### src/shared/spwm_pkg.sv
package spwm_pkg;

	// ************************************************
	// Timing
	// ************************************************
	localparam int unsigned CLK_HZ      = 10_000_000;
	localparam int unsigned CARRIER_MHZ = 19_530_000; // 19.53 kHz in millihertz
	localparam int unsigned PERIOD_CYC  = 32'((CLK_HZ * 64'd1000) / CARRIER_MHZ);
	localparam int unsigned CNT_W       = 10;
	localparam logic [CNT_W-1:0] CNT_MAX   = CNT_W'(PERIOD_CYC - 1);
	localparam logic [CNT_W-1:0] CNT_RESET = 10'h000;

	// ************************************************
	// Command and duty
	// ************************************************
	localparam int unsigned CMD_W = 16;
	localparam logic [CMD_W-1:0] CMD_FULL = 16'h8000;
	localparam logic [CMD_W-1:0] CMD_RESET = 16'h0000;
	localparam int unsigned DUTY_W = CNT_W + 1;
	localparam logic [DUTY_W-1:0] DUTY_RESET = 11'h000;

	typedef enum logic [0:0]
	{
		SPWM_BIPOLAR  = 1'b0,
		SPWM_UNIPOLAR = 1'b1
	} spwm_mode_t;

	typedef struct packed
	{
		logic              valid;
		logic [CMD_W-1:0]  effort;
	} spwm_cmd_t;

	typedef struct packed
	{
		logic pwm;
		logic dir;
	} spwm_out_t;

endpackage : spwm_pkg

### src/spwm_servo_pwm.sv
`timescale 1ns/1ns
module spwm_servo_pwm
(
	// Clock and reset
	input  wire logic               sys_clk,
	input  wire logic               srst,
	// Configuration
	input  wire spwm_pkg::spwm_mode_t output_mode,
	input  wire logic               axis_enable,
	// Servo command
	input  wire spwm_pkg::spwm_cmd_t  cmd,
	// Driver pins
	output logic                    pwm_out,
	output logic                    pwm_oe,
	output logic                    dir_out,
	output logic                    period_start
);
	import spwm_pkg::*;

	// ************************************************
	// Carrier counter
	// ************************************************
	logic [CNT_W-1:0] cnt;
	logic [CNT_W-1:0] next_cnt;

	always_comb
	begin
		if (cnt == CNT_MAX)
			next_cnt = CNT_RESET;
		else
			next_cnt = cnt + 10'h001;
	end

	always_ff @(posedge sys_clk)
	begin
		if (srst)
			cnt <= CNT_RESET;
		else
			cnt <= next_cnt;
	end

	// ************************************************
	// Pending command
	// ************************************************
	logic [CMD_W-1:0] pend_eff;
	logic [CMD_W-1:0] next_pend_eff;

	always_comb
	begin
		// Last command before a boundary wins
		if (cmd.valid)
			next_pend_eff = cmd.effort;
		else
			next_pend_eff = pend_eff;
	end

	always_ff @(posedge sys_clk)
	begin
		if (srst)
			pend_eff <= CMD_RESET;
		else
			pend_eff <= next_pend_eff;
	end

	// ************************************************
	// Mode decode
	// ************************************************
	logic uni_sel;

	always_comb
	begin
		case (output_mode)
			SPWM_UNIPOLAR:
				uni_sel = 1'b1;
			SPWM_BIPOLAR:
				uni_sel = 1'b0;
			default:
				uni_sel = 1'b0;
		endcase
	end

	// ************************************************
	// Magnitude and sign
	// ************************************************
	logic                    sign_bit;
	logic [CMD_W-1:0]        uni_mag;
	logic [CMD_W-1:0]        bi_mag;

	always_comb
	begin
		sign_bit = next_pend_eff[CMD_W-1];
		// Full negative scale stays exact
		if (sign_bit)
			uni_mag = ~next_pend_eff + 16'h0001;
		else
			uni_mag = next_pend_eff;
		// Offset binary around half scale
		bi_mag = next_pend_eff ^ CMD_FULL;
	end

	// ************************************************
	// Duty computation
	// ************************************************
	logic [CNT_W+CMD_W-1:0]  uni_prod;
	logic [CNT_W+CMD_W-1:0]  bi_prod;
	logic [DUTY_W-1:0]       raw_duty;

	always_comb
	begin
		uni_prod = 26'(uni_mag) * 26'(PERIOD_CYC);
		bi_prod  = 26'(bi_mag) * 26'(PERIOD_CYC);
		if (uni_sel)
			raw_duty = DUTY_W'(uni_prod >> (CMD_W - 1));
		else
			raw_duty = DUTY_W'(bi_prod >> CMD_W);
	end

	// ************************************************
	// Axis enable gate
	// ************************************************
	logic [DUTY_W-1:0]       gated_duty;
	logic                    gated_dir;

	always_comb
	begin
		if (axis_enable)
		begin
			gated_duty = raw_duty;
			gated_dir  = uni_sel & sign_bit;
		end
		else
		begin
			// Disabled axis stays off
			gated_duty = DUTY_RESET;
			gated_dir  = 1'b0;
		end
	end

	// ************************************************
	// Period boundary
	// ************************************************
	logic boundary;
	logic start;
	logic next_start;

	always_comb
	begin
		boundary   = (next_cnt == CNT_RESET);
		next_start = boundary;
	end

	always_ff @(posedge sys_clk)
	begin
		if (srst)
			start <= 1'b0;
		else
			start <= next_start;
	end

	// ************************************************
	// Duty held for one period
	// ************************************************
	logic [DUTY_W-1:0] duty;
	logic [DUTY_W-1:0] next_duty;

	always_comb
	begin
		next_duty = duty;
		if (boundary)
			next_duty = gated_duty;
	end

	always_ff @(posedge sys_clk)
	begin
		if (srst)
			duty <= DUTY_RESET;
		else
			duty <= next_duty;
	end

	// ************************************************
	// Direction held for one period
	// ************************************************
	logic dir;
	logic next_dir;

	always_comb
	begin
		next_dir = dir;
		if (boundary)
			next_dir = gated_dir;
	end

	always_ff @(posedge sys_clk)
	begin
		if (srst)
			dir <= 1'b0;
		else
			dir <= next_dir;
	end

	// ************************************************
	// PWM level
	// ************************************************
	logic pwm;
	logic next_pwm;

	always_comb
	begin
		// On while counter is below duty
		next_pwm = ({1'b0, next_cnt} < next_duty);
	end

	always_ff @(posedge sys_clk)
	begin
		if (srst)
			pwm <= 1'b0;
		else
			pwm <= next_pwm;
	end

	// ************************************************
	// Open collector: pull low when pwm is low
	// ************************************************
	assign pwm_out      = pwm;
	assign pwm_oe       = ~pwm;
	assign dir_out      = dir;
	assign period_start = start;

endmodule : spwm_servo_pwm

### config.mk
export PLATFORM = sky130hd
export DESIGN_NAME = spwm_servo_pwm
export DESIGN_NICKNAME = d
export VERILOG_FILES = /design/src/shared/spwm_pkg.sv /design/src/spwm_servo_pwm.sv
export SDC_FILE = /design/constraint.sdc
export NUM_CORES = 1
export LEC_CHECK = 0
export BUFFER_PORTS_ARGS = -buffer_cell sky130_fd_sc_hd__buf_2
export CORE_ASPECT_RATIO = 1.4
export CORE_MARGIN = 4
export CORE_UTILIZATION = 50
export CTS_CLUSTER_SIZE = 25
export DETAILED_ROUTE_END_ITERATION = 6
export PLACE_DENSITY = 0.75
export SLEW_MARGIN = 20
export SYNTH_ARGS = -nofsm -noshare
export SYNTH_HDL_FRONTEND = slang
export SYNTH_SLANG_ARGS = --single-unit
### constraint.sdc
create_clock -name sys_clk -period 3.9 [get_ports sys_clk]
set_clock_uncertainty 0.1 [all_clocks]
set_input_delay 0.585 -clock sys_clk [delete_from_list [all_inputs] [get_ports sys_clk]]
set_output_delay 0.585 -clock sys_clk [all_outputs]
set_load 0.03 [all_outputs]
## After elaboration in Yosys (flattened, before gate mapping)

Index checks and enable logic that the tools add are counted.

- Register bits: 40
- Input port bits: 21
- Word-level logic and storage cells: 24

- $add $sub $neg: 2
- Order comparisons: 1
- Equality and inequality tests: 1
- Muxes and demuxes: 8
- Bitwise gates (word level): 5
- Reductions and logical operators: 1

Operators with widths:

| operator | number |
|---|---|
| 16-bit two-way mux | 2 |
| 11-bit two-way mux | 2 |
| 10-bit two-way mux | 2 |
| 16-bit by 1-bit adder with 16-bit output, second input constant | 1 |
| 16-bit inverter | 1 |
| 10-bit by 11-bit less-than comparator with 1-bit output | 1 |
| 10-bit by 1-bit adder with 10-bit output, second input constant | 1 |
| 10-bit by 9-bit equality test with 1-bit output, second input constant | 1 |
| 10-bit logical NOT | 1 |
| 1-bit inverter | 3 |
| 1-bit case mux with 2 select lines | 1 |
| 1-bit AND | 1 |
| 1-bit two-way mux | 1 |

## Logic depth before layout (Yosys ltp)

- Word-level depth: 8
- Gate-level depth with buffers: 14
- Mapped depth without buffers: 14

## Worst setup path after synthesis

No wires, ideal clock.

- Path type: input to register
- From: in cmd[16] in the netlist's numbering
- To: reg pwm, in the netlist pwm_out
- Arrival time: 3450 ps
- Data required time: 3712 ps
- Slack: 262 ps
- Stages: 14
- Buffers on the path: 1
- Path through: buf_2 -> mux2i_1 -> inv_1 -> a211oi_2 -> a21oi_1 -> xnor2_1 -> o2111ai_1 -> and2_1 -> ha_1 -> a21o_1 -> a21o_1 -> a2111oi_0 -> o41ai_1 -> a311oi_2

- Longest elaborated chain between the ends: 8
- Elaborated cells on any way between the ends: 9
- Those cells by class: add/sub: 1; order compare: 1; mux: 5; bitwise: 2

RTL lines:

| item | RTL line | source |
|---|---|---|
| start: declaration | spwm_servo_pwm.sv:11 | `input wire spwm_pkg::spwm_cmd_t cmd,` |
| 16-bit two-way mux * | spwm_servo_pwm.sv:51 | `if (cmd.valid)` |
| 16-bit inverter | spwm_servo_pwm.sv:94 | `uni_mag = ~next_pend_eff + 16'h0001;` |
| 16-bit by 1-bit adder with 16-bit output | spwm_servo_pwm.sv:94 |  |
| 16-bit two-way mux | spwm_servo_pwm.sv:93 | `if (sign_bit)` |
| 10-bit two-way mux * | spwm_servo_pwm.sv:112 | `if (uni_sel)` |
| 11-bit two-way mux * | spwm_servo_pwm.sv:126 | `if (axis_enable)` |
| 11-bit two-way mux * | spwm_servo_pwm.sv:169 | `if (boundary)` |
| 10-bit by 11-bit less-than comparator with 1-bit output * | spwm_servo_pwm.sv:211 | `next_pwm = ({1'b0, next_cnt} < next_duty);` |
| end signal: assignment | spwm_servo_pwm.sv:219 | `pwm <= next_pwm;` |
| end: declaration | spwm_servo_pwm.sv:205 | `logic pwm;` |

Every way passes the cells marked *; elsewhere a longest branch is shown, timed or not.
A chain may end at the register's enable or synchronous reset.

## Final worst setup path

- From: reg cnt[0]
- To: reg pwm, in the netlist pwm_out

- Longest elaborated chain between the ends: 5
- Elaborated cells on any way between the ends: 6
- Those cells by class: add/sub: 1; order compare: 1; eq/ne: 1; mux: 2; reduce/logical: 1

RTL lines:

| item | RTL line | source |
|---|---|---|
| start: declaration | spwm_servo_pwm.sv:23 | `logic [CNT_W-1:0] cnt;` |
| start signal: assignment | spwm_servo_pwm.sv:39 | `cnt <= next_cnt;` |
| 10-bit by 1-bit adder with 10-bit output or 10-bit by 9-bit equality test with 1-bit output (tied branches) | spwm_servo_pwm.sv:31, spwm_servo_pwm.sv:28 |  |
| 10-bit two-way mux * | spwm_servo_pwm.sv:28 | `if (cnt == CNT_MAX)` |
| 10-bit logical NOT | spwm_servo_pwm.sv:148 | `boundary = (next_cnt == CNT_RESET);` |
| 11-bit two-way mux | spwm_servo_pwm.sv:169 |  |
| 10-bit by 11-bit less-than comparator with 1-bit output * | spwm_servo_pwm.sv:211 |  |

Marks and branches as above.

==> flow_summary_export.csv <==
group,metric,value,unit
outcome,status,"complete, no violations",
setup_path,slowest_stage,"dfxtp_4",
power,p_clk_frac,0.302,
sta,layout_min_cycle_time,3.60,ns
clocking,cts_tree,"yes",
power,combinationalPowerShare,0.227,
placement,finalWeightedCongestion,0.895,
sta,fmax,278,MHz
grt,track_usage,0.191,
clocking,ctsHoldBuffers,0,
logic_synthesis,yosys.area_share.adder,0.0496,
route,dr.pass1.iters,4,
route,detail-route-antenna-nets,0,
clocking,h-tree-depth,2,
setup_path,slowest_delay,0.39,ns
logic_synthesis,ys_seq_area_frac,0.353,
logic_synthesis,synth_compound_area_frac,0.169,
setup_path,path_max_fanout,10,
worst_hold_path,min_from,"duty[10]",
clocking,cts_root_buf,"clkbuf_8",
logic_synthesis,synth_edf_count,0,
layout,area_delta_synth_final,16.8,%
logic_synthesis,post_synth.cell_area_avg,8.57,sq um
logic_synthesis,synthArstFlopShare,0,
setup_path,worst_path_dominant_cell_family,"simple AND/OR/NAND/NOR gates",
setup_path,required,4.00,ns
sta,tightest_slew,0.755,ns
route,dr.first_iter.drc_count,66,
logic_synthesis,netlist.area_leader.share,0.353,
power,power.internal,665,uW
route,drcViolationCount,0,
die,die-area,5700,sq um
logic_synthesis,synth_mux_area_frac,0.0904,
logic_synthesis,synthDistinctLibCells,51,
logic_synthesis,synth_area_leaders,"dfxtp_1 35%, mux2i_1 8.4%, nor2_1 6.0%",
clocking,cts.clk_slew.worst_paths,0.07,ns
route,wl_per_cell,14.0,um
logic_synthesis,syn_inst,265,
clocking,clockBufferDepth,2,
worst_hold_path,min_to,"duty[10]",
grt,grt_pass1_wl,8.60,mm
setup_path,ff2ff_path_depth,17,
sta,tns,0,ns
grt,grt_pass1_vias,1910,
sta,setup_viol,0,
logic_synthesis,synth.ff_latch_count,40,
setup_path,path_class,"reg -> reg",
setup_path,critPathLaunchType,"flop",
power,vdd_drop_max,0.305,mV
die,die_h,87.7,um
route,via_per_inst,5.55,
power,p_sw,266,uW
worst_hold_path,holdPathStages,2,
route,vias,2005,
grt,antenna_found_initial,0,
clocking,clock_sinks,40,
placement,place_area,2530,sq um
setup_path,r2r_setup_slack,0.30,ns
die,std_cell_rows,28,
logic_synthesis,synth_top_flop_cell,"dfxtp_1",
die,pin_count,25,
layout,finish.instance_area,2650,sq um
logic_synthesis,synth_area,2270,sq um
worst_hold_path,hold_class,"reg -> reg",
grt,overflow,0,
placement,port_buffers,24,
layout,antenna_cells,0,
setup_path,crit_path_end_kind,"flop",
logic_synthesis,syn-num-nets,295,
setup_path,crit_buf_inv,3,
die,core_area,4310,sq um
logic_synthesis,yosys.area_share.simple,0.248,
setup_path,crit-reg2reg-capture,"pwm_out",
sta,post-route-period-util,0.923,
logic_synthesis,synth_top_family_by_area,"simple AND/OR/NAND/NOR gates",
route,routed_wl,5.05,mm
sta,rsz0062_at_grt,"no",
sta,maxSlewViolCount,0,
power,p_per_area,351,nW/um^2
power,swShare,0.286,
placement,dp_hpwl,3.88,mm
die,chipWidth,65.0,um
grt,grt_max_degree,43,
die,start_util,0.527,
power,leakage,0.00114,uW
setup_path,path_cells,"ha_2, nand4_1, buf_4, nor2b_1, nor4_2, buf_4, a31o_2, nand2_1, buf_4, nand2_1, and2_1, ha_1, nand4_1, nor2_1, a2111oi_2, o41ai_1, a311oi_2",
layout,nNetsFinal,330,
sta,hold_violations,0,
power,p_seq_frac,0.471,
clocking,clock_latency,0.29,ns
sta,slew_headroom,0.496,
job,cap_violations,0,
logic_synthesis,yosys.area.top_type,"dfxtp_1",
logic_synthesis,yosysWarnings,0,
layout,drive_above_1_share,0.233,
setup_path,timing.rr.start,"cnt[0]",
clocking,numCtsBuffers,5,
setup_path,crit_path_frequent_cell,"buf_4",
setup_path,arrival,3.71,ns
logic_synthesis,synth-xor-area-share,0.0424,
==> layout by cell type (no fill, tap or decap), drive strengths merged, types with 7 or more instances in the layout <==
master and n:
ha 9, a31oi 7, nor2 37, nand2 17, clkbuf 8, xnor2 8, buf 44, a21oi 13
o21ai 8, dfxtp 40, nor3 8, nor2b 8, inv 8, mux2i 19
==> area by class of cell <==
cell class,instances,area (sq um)
Fill cell,401,1660
Multi-Input combinational cell,201,1380
Sequential cell,40,808
Timing Repair Buffer,44,270
Clock buffer,8,90.1
Tap cell,60,75.1
Inverter,8,30.0
==> layer usage <==
metal | wire, um | share of wire | track usage
met3 | 182 | 0.036 | 0.0334
met4 | 112 | 0.022 | 0.0846
met2 | 2680 | 0.53 | 0.354
met1 | 2070 | 0.41 | 0.211
met5 | 0 | 0 | 0
==> through the flow <==
stage	power, uW	std cells	setup WS, ns	utilization	hold slack [ns]
6_report	931	361	0.299	0.616	0.348
5_1_grt	978	361	0.00203	0.616	0.394
4_1_cts	930	360	0.108	0.608	0.353
3_5_place_dp	652	352	0.00216	0.587	0.341
3_3_place_gp	648	352	0.00771	0.587	0.339
2_1_floorplan	588	265	0.262	-	0.320
==> how the worst max path moves through the flow <==
stage,slack (ns),to,startpoint,depth (start not counted)
2_1_floorplan,0.26,pwm_out,cmd[16],14
3_3_place_gp,0.008,pwm_out,cmd[16],14
3_5_place_dp,0.002,pwm_out,cmd[16],14
4_1_cts,0.11,pwm_out,cnt[0],14
5_1_grt,0.002,pwm_out,cnt[0],14
6_report,0.30,pwm_out,cnt[0],17
==> worst register-to-register path, cell delays in order (launching register included) <==
cell	delay (ns)
dfxtp_4	0.39
ha_2	0.26
nand4_1	0.16
buf_4	0.18
nor2b_1	0.22
nor4_2	0.07
buf_4	0.14
a31o_2	0.23
nand2_1	0.16
buf_4	0.20
nand2_1	0.08
and2_1	0.14
ha_1	0.29
nand4_1	0.13
nor2_1	0.07
a2111oi_2	0.32
o41ai_1	0.14
a311oi_2	0.26
==> registers in the layout, indices dropped and copies added, names as in the netlist <==
register and count:
cnt 10, dir_out 1, duty 11, pend_eff 16, period_start 1, pwm_out 1
==> logic make-up (layout without fill, tap and decap cells) <==
family	Yosys count	in the layout
AOI/OAI and AO/OA	54	54
xor gates and xnor gates	11	11
adders and majority gates	9	9
buffers and inverters	24	60
DFF	40	40
muxes	20	20
and+or+nand+nor	107	107
==> power groups by stage <==
stage / sequential, uW / combinational (uW) / clock [uW]
2_1_floorplan: 452 / 135 / 0
3_3_place_gp: 447 / 201 / 0
3_5_place_dp: 448 / 204 / 0
4_1_cts: 439 / 205 / 286
5_1_grt: 441 / 236 / 302
6_report: 439 / 211 / 281
==> cell usage after synthesis, types with 2 or more instances <==
| cell type | instances |
|---|---|
| a2111oi_0 | 2 |
| a21boi_0 | 2 |
| a21o_1 | 2 |
| a21oi_1 | 13 |
| a2bb2oi_1 | 4 |
| a31oi_1 | 7 |
| a41oi_1 | 2 |
| and2_1 | 3 |
| and3_1 | 4 |
| buf_2 | 5 |
| clkbuf_1 | 9 |
| dfxtp_1 | 40 |
| ha_1 | 9 |
| inv_1 | 8 |
| mux2i_1 | 19 |
| nand2_1 | 17 |
| nand3_1 | 6 |
| nand3b_1 | 2 |
| nand4_1 | 4 |
| nor2_1 | 36 |
| nor2b_1 | 8 |
| nor3_1 | 7 |
| nor4_1 | 5 |
| o2111ai_1 | 3 |
| o21ai_0 | 8 |
| o41ai_1 | 3 |
| or3_1 | 4 |
| xnor2_1 | 8 |
| xor2_1 | 3 |
==> timing repair <==
item | 4_1_cts | 5_1_grt
endpoints found under the setup margin | 0 | 1
setup buffers | 0 | 1
hold endpoints to repair | 0 | 0
resized for setup | 0 | 12
Note: power is estimated with default switching activity, not from simulation.
